## config.mk

```make
export PLATFORM = sky130hd
export DESIGN_NAME = bacr_top
export DESIGN_NICKNAME = d
export VERILOG_FILES = /design/src/hdl/bacr_pkg.sv /design/src/hdl/bacr_top.sv /design/src/hdl/bacr_area_dec.sv /design/src/hdl/bacr_wb_slave.sv
export SDC_FILE = /design/constraint.sdc
export NUM_CORES = 1
export LEC_CHECK = 0
export ABC_CLOCK_PERIOD_IN_PS = 2000
export BUFFER_PORTS_ARGS = -buffer_cell sky130_fd_sc_hd__buf_2
export CORE_ASPECT_RATIO = 1.2
export CORE_MARGIN = 3
export CORE_UTILIZATION = 40
export CTS_BUF_LIST = sky130_fd_sc_hd__clkbuf_4 sky130_fd_sc_hd__clkbuf_8
export CTS_CLUSTER_SIZE = 20
export DETAILED_ROUTE_END_ITERATION = 8
export GPL_TIMING_DRIVEN = 0
export PLACE_DENSITY = 0.72
export SYNTH_ARGS = -nofsm -noshare
export SYNTH_HDL_FRONTEND = slang
export SYNTH_SLANG_ARGS = --single-unit
```

## constraint.sdc

```tcl
create_clock -name i_mclk -period 2 [get_ports i_mclk]
set_input_delay 0.1 -clock i_mclk [delete_from_list [all_inputs] [get_ports i_mclk]]
set_output_delay 0.1 -clock i_mclk [all_outputs]
set_load 0.005 [all_outputs]
```

## src/hdl/bacr_pkg.sv

```systemverilog
// Purpose: constants and carriers for the bus area control register
// Assumes: one 32-bit register on a classic wishbone slave
// Notes: power-on reset is separate from manual reset
package bacr_pkg;
  localparam logic [7:0] BACR_OFS_CTRL = 8'h00;
  localparam logic [31:0] BACR_RESET_VAL = 32'h00000000;
  localparam int BACR_B_ENDIAN = 31;
  localparam int BACR_B_ROLE = 30;
  localparam int BACR_B_A0MUX = 29;
  localparam int BACR_B_IPU = 25;
  localparam int BACR_B_OPU = 24;
  localparam int BACR_B_A1BC = 21;
  localparam int BACR_B_A4BC = 20;
  localparam int BACR_B_REQEN = 19;
  localparam int BACR_B_SHARE = 18;
  localparam int BACR_B_MUX = 17;
  localparam int BACR_B_A0BST = 11;
  localparam int BACR_B_A5BST = 8;
  localparam int BACR_B_A6BST = 5;
  // software-writable bits: 25,24,21..17,15..2,0
  localparam logic [31:0] BACR_WR_MASK = 32'h033efffd;
  localparam logic [31:0] BACR_RO_MASK = 32'he0000000;

  typedef enum logic [2:0] {
    BACR_IF_SRAM = 3'h0,
    BACR_IF_B4 = 3'h1,
    BACR_IF_B8 = 3'h2,
    BACR_IF_B16 = 3'h3,
    BACR_IF_B32 = 3'h4
  } bacr_burst_t;

  typedef struct packed {
    logic cyc;
    logic stb;
    logic we;
    logic [7:0] adr;
    logic [3:0] sel;
    logic [31:0] dat;
  } bacr_wb_req_t;

  typedef struct packed {
    logic sram;
    logic mux;
    logic burst;
    logic [5:0] blen;
    logic byte_ctrl;
  } bacr_area_t;
endpackage

```

## src/hdl/bacr_top.sv

```systemverilog
// Purpose: bus area control register with pin-sampled start flags
// Assumes: i_por is power-on reset; i_rst is manual reset only
// Notes: register survives manual reset and standby
// Functional notes
// RULE_01 - 32-bit register, zero on power-on only
// RULE_02 - software initialises before using other areas
// RULE_03 - bit 31 samples byte order pin
// RULE_04 - bit 30 samples role select pin
// RULE_05 - bit 29 samples area 0 type pin
// RULE_06 - reserved bits read zero, write zero
// RULE_07 - bit 25 turns input pull-ups off
// RULE_08 - bit 24 turns output pull-ups off
// RULE_09 - bit 21 area 1 byte control
// RULE_10 - bit 20 area 4 byte control
// RULE_11 - bit 19 accepts external requests, master only
// RULE_12 - bit 18 partial sharing, master only
// RULE_13 - bit 17 forces areas 1-6 multiplexed
// RULE_14 - burst codes select sram or burst length
// RULE_15 - writes to read-only bits ignored
`timescale 1ns/10ps
module bacr_top
  import bacr_pkg::*;
(
  // clock and resets
  input wire logic i_mclk,
  input wire logic i_rst,
  input wire logic i_por,
  input wire logic i_ce,
  // wishbone
  input wire logic i_wb_cyc,
  input wire logic i_wb_stb,
  input wire logic i_wb_we,
  input wire logic [7:0] i_wb_adr,
  input wire logic [3:0] i_wb_sel,
  input wire logic [31:0] i_wb_dat,
  output logic [31:0] o_wb_dat,
  output logic o_wb_ack,
  output logic o_wb_err,
  // mode pins
  input wire logic i_byte_order_pin,
  input wire logic i_role_select_pin,
  input wire logic i_area0_type_pin,
  // bus request
  input wire logic i_ext_bus_request,
  output logic o_ext_bus_grant_req,
  // configuration out
  output logic o_little_endian,
  output logic o_slave_mode,
  output logic o_input_pullup_on,
  output logic o_output_pullup_on,
  output logic o_partial_sharing,
  output bacr_area_t o_area0,
  output bacr_area_t o_area1,
  output bacr_area_t o_area4,
  output bacr_area_t o_area5,
  output bacr_area_t o_area6
);
  logic [31:0] ctrl_r;
  logic [31:0] ctrl_nxt;
  logic [31:0] rdat_r;
  logic wr;
  logic hit;
  logic por_d_r;
  logic req_r;
  bacr_wb_req_t req;

  assign req.cyc = i_wb_cyc;
  assign req.stb = i_wb_stb;
  assign req.we = i_wb_we;
  assign req.adr = i_wb_adr;
  assign req.sel = i_wb_sel;
  assign req.dat = i_wb_dat;

  bacr_wb_slave u_wb (
    .i_mclk(i_mclk),
    .i_rst(i_por),
    .i_ce(i_ce),
    .i_req(req),
    .o_ack(o_wb_ack),
    .o_err(o_wb_err),
    .o_wr(wr),
    .o_hit(hit)
  );

  // byte lanes, writable mask keeps flags and zeroes reserved bits
  always_comb begin
    ctrl_nxt = ctrl_r;
    for (int i = 0; i < 4; i++) begin
      if (i_wb_sel[i]) begin
        ctrl_nxt[i*8 +: 8] = i_wb_dat[i*8 +: 8];
      end
    end
    ctrl_nxt = (ctrl_nxt & BACR_WR_MASK) | (ctrl_r & BACR_RO_MASK); // RULE_15
  end

  // manual reset deliberately not used here
  always_ff @(posedge i_mclk) begin
    if (i_por) begin
      ctrl_r <= BACR_RESET_VAL; // RULE_01
    end else if (por_d_r && i_ce) begin
      // pins caught on the first enabled edge after power-on release
      ctrl_r[BACR_B_ENDIAN] <= i_byte_order_pin; // RULE_03
      ctrl_r[BACR_B_ROLE] <= i_role_select_pin; // RULE_04
      ctrl_r[BACR_B_A0MUX] <= i_area0_type_pin; // RULE_05
    end else if (i_ce && wr) begin
      ctrl_r <= ctrl_nxt; // RULE_06
    end
  end

  always_ff @(posedge i_mclk) begin
    if (i_por) begin
      por_d_r <= 1'b1;
    end else if (i_ce) begin
      // held while frozen so the pins are still caught
      por_d_r <= 1'b0;
    end
  end

  // read data registered; reserved bits are zero by the mask
  always_ff @(posedge i_mclk) begin
    if (i_por) begin
      rdat_r <= 32'h00000000;
    end else if (i_ce) begin
      rdat_r <= hit ? (ctrl_r & (BACR_WR_MASK | BACR_RO_MASK))
                    : 32'h00000000; // RULE_06
    end
  end
  assign o_wb_dat = rdat_r;

  // external requests only in master start
  always_ff @(posedge i_mclk) begin
    if (i_rst || i_por) begin
      req_r <= 1'b0;
    end else if (i_ce) begin
      req_r <= i_ext_bus_request && ctrl_r[BACR_B_REQEN]
               && !ctrl_r[BACR_B_ROLE]; // RULE_11
    end
  end
  assign o_ext_bus_grant_req = req_r;

  assign o_little_endian = ctrl_r[BACR_B_ENDIAN];
  assign o_slave_mode = ctrl_r[BACR_B_ROLE];
  assign o_input_pullup_on = !ctrl_r[BACR_B_IPU]; // RULE_07
  assign o_output_pullup_on = !ctrl_r[BACR_B_OPU]; // RULE_08
  assign o_partial_sharing = ctrl_r[BACR_B_SHARE]
                             && !ctrl_r[BACR_B_ROLE]; // RULE_12

  bacr_area_dec u_a0 (
    .i_burst(ctrl_r[BACR_B_A0BST +: 3]),
    .i_mux(ctrl_r[BACR_B_A0MUX]),
    .i_byte_ctrl(1'b0),
    .o_area(o_area0)
  );
  bacr_area_dec u_a1 (
    .i_burst(3'h0),
    .i_mux(ctrl_r[BACR_B_MUX]), // RULE_13
    .i_byte_ctrl(ctrl_r[BACR_B_A1BC]),
    .o_area(o_area1)
  );
  bacr_area_dec u_a4 (
    .i_burst(3'h0),
    .i_mux(ctrl_r[BACR_B_MUX]),
    .i_byte_ctrl(ctrl_r[BACR_B_A4BC]), // RULE_10
    .o_area(o_area4)
  );
  bacr_area_dec u_a5 (
    .i_burst(ctrl_r[BACR_B_A5BST +: 3]),
    .i_mux(ctrl_r[BACR_B_MUX]),
    .i_byte_ctrl(1'b0),
    .o_area(o_area5)
  );
  bacr_area_dec u_a6 (
    .i_burst(ctrl_r[BACR_B_A6BST +: 3]),
    .i_mux(ctrl_r[BACR_B_MUX]),
    .i_byte_ctrl(1'b0),
    .o_area(o_area6)
  );
endmodule

```

## src/hdl/bacr_area_dec.sv

```systemverilog
// Purpose: decode one area's access type
// Assumes: burst code per area, reserved codes fall back to sram
// Notes: multiplexed selection overrides burst and byte control
`timescale 1ns/10ps
module bacr_area_dec
  import bacr_pkg::*;
(
  // config
  input wire logic [2:0] i_burst,
  input wire logic i_mux,
  input wire logic i_byte_ctrl,
  // result
  output bacr_area_t o_area
);
  always_comb begin
    o_area = '0;
    o_area.mux = i_mux;
    if (!i_mux) begin
      o_area.byte_ctrl = i_byte_ctrl; // RULE_09
      unique case (i_burst) // RULE_14
        BACR_IF_B4: o_area.blen = 6'h04;
        BACR_IF_B8: o_area.blen = 6'h08;
        BACR_IF_B16: o_area.blen = 6'h10;
        BACR_IF_B32: o_area.blen = 6'h20;
        default: o_area.blen = 6'h00;
      endcase
      o_area.burst = (o_area.blen != 6'h00);
      o_area.sram = !o_area.burst;
    end
  end
endmodule

```

## src/hdl/bacr_wb_slave.sv

```systemverilog
// Purpose: classic wishbone slave handshake, one wait-free cycle
// Assumes: master holds request until ack
// Notes: ack drops the cycle after it was given
`timescale 1ns/10ps
module bacr_wb_slave
  import bacr_pkg::*;
(
  // clock
  input wire logic i_mclk,
  input wire logic i_rst,
  input wire logic i_ce,
  // bus
  input wire bacr_wb_req_t i_req,
  output logic o_ack,
  output logic o_err,
  // strobes
  output logic o_wr,
  output logic o_hit
);
  logic ack_r;
  logic err_r;
  logic live;
  assign live = i_req.cyc && i_req.stb && !ack_r && !err_r;
  assign o_hit = (i_req.adr == BACR_OFS_CTRL);
  always_ff @(posedge i_mclk) begin
    if (i_rst) begin
      ack_r <= 1'b0;
      err_r <= 1'b0;
    end else if (i_ce) begin
      ack_r <= live && o_hit;
      err_r <= live && !o_hit;
    end
  end
  assign o_ack = ack_r;
  assign o_err = err_r;
  // write lands on the edge that drops ack
  assign o_wr = ack_r && i_req.we && i_req.cyc && i_req.stb && o_hit;
endmodule

```

### After elaboration in Yosys (flattened, before gate mapping)

Cells that the tools add are included.

| operators by class | value |
|---|---|
| equal/unequal tests | 12 |
| muxes and demuxes | 23 |
| bitwise operators | 2 |
| reductions and logical operators | 32 |

Operator list:

| cell | number |
|---|---|
| $pmux 6 s4 | 3 |
| $mux 32 | 2 |
| $mux 8 | 7 |
| $or 26x32->32 | 1 |
| $mux 6 | 5 |
| $reduce_bool 6->1 | 4 |
| $eq 3x2->1 const B | 6 |
| $logic_and 1x1->1 | 14 |
| $logic_not 1->1 | 10 |
| $eq 3x1->1 const B | 3 |
| $eq 3x3->1 const B | 3 |
| $logic_not 8->1 | 1 |
| $mux 1 | 4 |
| $mux 3 | 1 |
| $mux 2 | 1 |
| $reduce_and 2->1 | 1 |
| $reduce_bool 2->1 | 1 |
| $logic_or 1x1->1 | 1 |
| $not 1->1 | 1 |

| word-level totals | value |
|---|---|
| register bits after elaboration | 68 |
| input bits | 55 |
| output and inout port bits | 90 |
| logic and storage cells | 76 |

### Longest topological paths before layout

Gate-level depths: netlist of run 1.

| logic depth | value |
|---|---|
| word-level depth | 7 |
| gate-level depth with buffers | 5 |
| mapped depth without buffers | 3 |

### Cells and area by module

A second synthesis of run 1 with hierarchy kept.

| second synthesis, totals | value |
|---|---|
| cell total of the unflattened synthesis | 329 |
| area total of the unflattened synthesis | 2,990.4 um^2 |

Modules (own cells, without submodules):

| module | instances | cells an instance | area each (um^2) | sequential area each (um^2) |
|---|---|---|---|---|
| bacr_top | 1 | 244 | 2,290.9 | 1,041.0 |
| bacr_area_dec | 5 | 14 | 116.4 | 0.0 |
| bacr_wb_slave | 1 | 15 | 117.6 | 40.0 |

### Worst setup path before layout of run 1

No wires, ideal clock.

| path | value |
|---|---|
| path kind | input-to-reg |
| start | input i_wb_adr[1] |
| end | register ctrl_r[10] |
| setup time | 0.072 ns |
| arrival time | 1.560 ns |
| required time | 1.928 ns |
| path slack | 0.368 ns |
| stages on the path | 4 |
| path buffers | 1 |
| path through | or4_1 > buf_2 > nor4_4 > mux2i_1 |

| between the ends | value |
|---|---|
| longest elaborated chain between the ends | 4 |

RTL lines:

| item | line | RTL |
|---|---|---|
| from (decl) | bacr_top.sv:33 | `input wire logic [7:0] i_wb_adr,` |
| $logic_not 8->1 | bacr_wb_slave.sv:24 | `assign o_hit = (i_req.adr == BACR_OFS_CTRL);` |
| $logic_and 1x1->1 | bacr_wb_slave.sv:37 | `assign o_wr = ack_r && i_req.we && i_req.cyc && i_req.stb && o_hit;` |
| $logic_and 1x1->1 | bacr_top.sv:105 | `end else if (i_ce && wr) begin` |
| $reduce_and 2->1 (no source line) | - |  |
| to (signal, indexed assignment) | bacr_top.sv:103 | `ctrl_r[BACR_B_ROLE] <= i_role_select_pin;` |
| to (signal, indexed assignment) | bacr_top.sv:104 | `ctrl_r[BACR_B_A0MUX] <= i_area0_type_pin;` |
| to (signal assigned) | bacr_top.sv:106 | `ctrl_r <= ctrl_nxt;` |
| to (decl) | bacr_top.sv:58 | `logic [31:0] ctrl_r;` |

No other way between the ends.
A chain may end at the register's enable or synchronous reset.

### Worst setup path after layout of run 1

| path | value |
|---|---|
| start | input i_wb_adr[1] |
| end | register rdat_r[29] (netlist: o_wb_dat[29]) |

| between the ends | value |
|---|---|
| longest elaborated chain between the ends | 2 |

RTL lines:

| item | line | RTL |
|---|---|---|
| $logic_not 8->1 | bacr_wb_slave.sv:24 |  |
| $mux 32 | bacr_top.sv:124 | `rdat_r <= hit ? (ctrl_r & (BACR_WR_MASK \| BACR_RO_MASK))` |
| to (signal assigned) | bacr_top.sv:124 |  |
| to (decl) | bacr_top.sv:60 | `logic [31:0] rdat_r;` |

No other way between the ends.

==> metrics.yaml, run 1 <==
grt_pass1_vias: 2402
startpoint_type: "input pin"
place_hpwl_um: 5850
die_h_um: 97.2
synth.area.top_cells: "dfxtp_1, nand2b_1, buf_4"
synthArstFlopShare: 0
num_vias: 2629
ir_worst_vdd_uv: 313
layout-drive-gt1-share: 0.336
outcome: "complete, no violations"
die_w_um: 82.0
arrival_ns: 2.09
grt-ovfl-total: 0
ys.flop_type: "dfxtp_1"
cts_tree: "yes"
clk_latency_ns: 0.31
synthCells: 318
whs_ns: 0.0345
ant_nets: 0
worst_pin_slew_ns: 1.36
path_cells: "buf_2 > nor4_1 > clkbuf_1 > nand4_1 > a21oi_1"
layout_setup_ws_ns: 0.138
crit_slowest_cell: "nor4_1"
post-route-period-util: 0.931
rows: 32
antenna_found_initial: 0
min_period_ns: 1.86
whs_path_depth: 3
io_buffers: 103
drt_iter0_markers: 111
cp_data_required_time_ns: 2.23
finalSetupTns_ns: 0
max_stage_delay_ns: 1.12
max_freq_mhz: 537
fin_nets: 513
max_cap_viol_count: 0
cts.sinks: 54
dp_slack_ns: -0.198
post-cts-setup-buffers: 0
synth_common_cells: "dfxtp_1, nand2b_1, buf_4"
hold_class: "input pin to flip-flop"
ff2ff_path_depth: 3
p_leak_nw: 1.61
num_antenna_cells: 0
yosys.area.top_type_share: 0.390
fin_skew_ns: 0.00691
dieArea_um2: 7980
final_max_slew_viol_count: 0
cts_made_buffers: 5
rsz0062_at_grt: "no"
initial_core_util: 0.423
grt_max_degree: 18
place_congestion: 0.841
h-tree-depth: 2
grt_pass1_wl_um: 11700
endpoint_kind: "flip-flop"
num_io_pins: 145
finalHoldViolations: 0
grtUsageTotal: 0.188
drc: 0
worstSetupPathType: "input pin to flip-flop"
ys_ff_latch: 54
wire_per_inst_um: 13.8
synth_cell_types: 29
timing.slew.headroom: 0.0842
p_per_area_nw_per_um2: 562
ctsResizeCount: 0
finalSetupViolations: 0
cts_root_buffer: "clkbuf_8"
ys_seq_area_frac: 0.390
dr.pass1.iters: 4
yosysMostFrequentCell: "dfxtp_1"
crit_fanout: 10
via_per_inst: 4.83
synth_edf_count: 0
synth_top_area_cell: "dfxtp_1"
synthToLayoutAreaGrowth_pct: 31.0
ys_warn_count: 0
clockBufferDepth: 2
core_um2: 6570
drt_wl_total_um: 7490
netlist_area_um2: 2780
clk_pin_slew_ns: 0.10
utilization: 0.554
synth_area_per_cell_um2: 8.73
[path summary, 6_finish.rpt]
| check | from | to | slack, ns |
|---|---|---|---|
| hold reg to reg | o_wb_dat[31] | o_wb_dat[31] | 0.45 |
| setup / recovery | i_wb_adr[1] | o_wb_dat[29] | 0.14 |
| hold / removal | i_wb_dat[3] | ctrl_r[3] | 0.03 |
| setup reg to reg | por_d_r | ctrl_r[15] | 0.35 |
[cell type report]
class,instances,area (um^2)
inverter,4,15.0
fill,655,2930
clock buffer,5,68.8
multi-input combinational,232,1440
timing repair buffer,104,526
sequential,54,1080
buffer,57,358
tap,85,106
clock inverter,3,43.8
[worst max-delay path, delay by kind of cell]
kind            cells  cell delay (ns)
compound gates      1             0.20
buf+inv             2             0.53
simple gates        2             1.26
[power by group]
| part | internal, mW | leakage, nW | switching [mW] |
|---|---|---|---|
| logic | 0.108 | 1.11 | 0.108 |
| registers | 1.08 | 0.436 | 0.00972 |
| clock network | 0.375 | 0.0585 | 0.361 |
[cells in the final DEF, fill, tap and decap left out, types with 3 or more instances in the layout]
master	netlist	final
conb_1	1	30
clkbuf_8	0	5
nor4bb_1	3	3
nand4_1	25	25
xnor2_1	3	3
nor4_4	3	3
buf_2	1	104
nand4b_1	5	5
a21oi_1	30	30
nand3_1	4	4
inv_1	4	4
dfxtp_1	54	54
nor2b_1	4	4
nor2_1	7	7
mux2i_1	22	22
nor4b_1	7	7
clkbuf_1	19	19
nand2b_1	44	44
nand2_1	32	32
buf_4	36	36
[registers in the layout (all words and copies together) (netlist names)]
name and count:
o_wb_dat 25, u_wb.o_ack 1, u_wb.o_err 1, ctrl_r 25, o_ext_bus_grant_req 1, por_d_r 1
[layer usage]
metal  global-route usage  part of all wire  vias up
li1                     -                 -     1316
met1                0.233              0.42     1198
met2                0.312              0.48       98
met3               0.0390             0.070       17
met4               0.0716             0.029        0
met5                    0                 0        -
[kinds of logic (layout without fill, tap and decap cells)]
| kind of cell | after synthesis | count (layout) | share of synthesized area |
|---|---|---|---|
| flip-flops | 54 | 54 | 0.390 |
| AO/OA/AOI/OAI | 33 | 33 | 0.0636 |
| AND/OR/NAND/NOR | 144 | 144 | 0.322 |
| buffers and inverters | 61 | 173 | 0.134 |
| multiplexers | 22 | 22 | 0.0794 |
| XOR/XNOR | 3 | 3 | 0.00947 |
| other | 1 | 30 | 0.00135 |
[metrics by stage]
| stage | instance area, um^2 | cells | total power [mW] |
|---|---|---|---|
| 2_1_floorplan | 2880 | 347 | 1.25 |
| 3_3_place_gp | 3510 | 535 | 1.32 |
| 3_5_place_dp | 3510 | 535 | 1.33 |
| 4_1_cts | 3630 | 544 | 2.05 |
| 5_1_grt | 3630 | 544 | 2.12 |
| 6_report | 3630 | 544 | 2.04 |
[timing repair]
item / 4_1_cts / 5_1_grt
setup endpoints to repair: 0 / 0
hold buffers: 1 / 0
endpoints found under the hold margin: 1 / 0
(Power assumes the default switching activity.)
==> run 2, diff against run 1 <==
Settings changed: PLACE_DENSITY 0.72 to 0.77.
==> run 2 against run 1 <==
Power up 1.2%. Wire length up 4.0%. First-iteration DRC count up 63%. Global-route usage up 0.86 points. Clock skew up 0.0028 ns. Largest power group unchanged. Cell count unchanged. Critical path depth unchanged. Utilization down 0.095 points. Maximum frequency up 0.24%. Non-clock buffer count unchanged. Count of clock-buffer cells in the layout unchanged. Sequential share of layout area up 0.051 points.
==> metrics.yaml, run 2 (synthesis results as in run 1) <==
place_congestion: 0.832
drc: 0
internal_power_mw: 1.56
timing.slew.headroom: 0.101
place_inst: 535
hold_path_end: "ctrl_r[11]"
max_cap_viol_count: 0
crit_family: "simple AND/OR/NAND/NOR gates"
net-switching-power_mw: 0.502
crit_slowest_cell: "nor4_1"
dr.pass1.iters: 4
cts.hold.buffers_added: 1
io_buffers: 103
core_um2: 6570
die_h_um: 97.2
reg2reg_from: "por_d_r"
placed_area_um2: 3510
cts_tree: "yes"
final_common_cell: "buf_2"
drt_wl_total_um: 7790
dieArea_um2: 7980
grt-ovfl-total: 0
layout-drive-gt1-share: 0.333
worst_pin_slew_ns: 1.34
startpoint_type: "input pin"
place_hpwl_um: 6060
synthToLayoutAreaGrowth_pct: 30.7
max_stage_delay_ns: 1.10
r2r-end: "ctrl_r[12]"
num_vias: 2641
crit_fanout: 10
num_antenna_cells: 0
clk_latency_ns: 0.32
finalSetupTns_ns: 0
power_frac_comb: 0.105
ant_nets: 0
swShare: 0.243
ir_worst_vdd_uv: 317
power_frac_clock: 0.368
ff2ff_path_depth: 3
final_max_slew_viol_count: 0
fin_nets: 513
p_per_area_nw_per_um2: 569
cts_made_buffers: 5
wire_per_inst_um: 14.3
min_from: "i_wb_dat[11]"
drt_iter0_markers: 181
path_cells: "buf_2 > nor4_1 > clkbuf_1 > nand4_1 > a21oi_1"
grtUsageTotal: 0.196
p_leak_nw: 1.61
fin_skew_ns: 0.00969
worstSetupPathType: "input pin to flip-flop"
min_period_ns: 1.86
num_io_pins: 145
rows: 32
clk_pin_slew_ns: 0.11
hold_class: "input pin to flip-flop"
whs_ns: 0.0325
cts_root_buffer: "clkbuf_8"
antenna_found_initial: 0
die_w_um: 82.0
final_cells: 544
finalSetupViolations: 0
cts.sinks: 54
cp_data_required_time_ns: 2.24
outcome: "complete, no violations"
max_freq_mhz: 538
seqPwrFrac: 0.527
post-route-period-util: 0.929
whs_path_depth: 3
via_per_inst: 4.85
clockBufferDepth: 2
endpoint_kind: "flip-flop"
grt_pass1_vias: 2449
reg2reg_slack_ns: 0.40
fillers: 629
rsz0062_at_grt: "no"
ctsResizeCount: 0
initial_core_util: 0.423
path_buf_inv: 2
grt_max_degree: 18
post-cts-setup-buffers: 0
final_cell_mix: "buf_2, dfxtp_1, nand2b_1"
utilization: 0.553
arrival_ns: 2.10
design_area_um2: 3630
h-tree-depth: 2
finalHoldViolations: 0
grt_pass1_wl_um: 12300
==> run 2: final cells by class <==
cell class | count | area [um^2] | share of cell area
plain buffers | 57 | 358 | 0.0986
inverters | 4 | 15.0 | 0.00414
multi-input cells | 232 | 1430 | 0.394
repair buffers | 104 | 526 | 0.145
clock inverters | 3 | 43.8 | 0.0121
well taps | 85 | 106 | 0.0293
flip-flops and latches | 54 | 1080 | 0.298
clock buffers | 5 | 68.8 | 0.0190
==> run 2: tightest hold or removal path: cells and delay by family <==
family	cells	cell delay, ns
buffers and inverters	1	0.09
muxes	1	0.06
and+or+nand+nor	1	0.06
==> run 2: worst max-delay path by stage <==
stage	slack (ns)	startpoint	to	cells after the start
2_1_floorplan	0.37	i_wb_adr[1]	ctrl_r[10]	4
3_3_place_gp	-0.06	i_wb_adr[5]	o_wb_dat[14]	5
3_5_place_dp	-0.1	i_wb_adr[5]	o_wb_dat[21]	5
4_1_cts	0.22	i_wb_adr[5]	o_wb_dat[5]	5
5_1_grt	0.08	i_wb_adr[1]	o_wb_dat[0]	5
6_report	0.14	i_wb_adr[1]	o_wb_dat[5]	5
==> run 2: stage by stage <==
step	worst slack, ns	total power [mW]
after CTS	0.217	2.06
after floorplan	0.368	1.25
after global routing	0.0763	2.13
final	0.142	2.07
after detailed placement	-0.0954	1.33
after global placement	-0.0593	1.32
==> run 2: power groups by stage <==
stage | clock (mW) | combinational (mW) | sequential, mW
2_1_floorplan | 0 | 0.135 | 1.11
3_3_place_gp | 0 | 0.208 | 1.11
3_5_place_dp | 0 | 0.211 | 1.11
4_1_cts | 0.763 | 0.213 | 1.09
5_1_grt | 0.799 | 0.241 | 1.09
6_report | 0.761 | 0.216 | 1.09
==> run 2: per-layer routing <==
metal / part of all wire / track usage
met5: 0 / 0
met4: 0.028 / 0.0844
met2: 0.49 / 0.321
met3: 0.084 / 0.0390
met1: 0.40 / 0.245
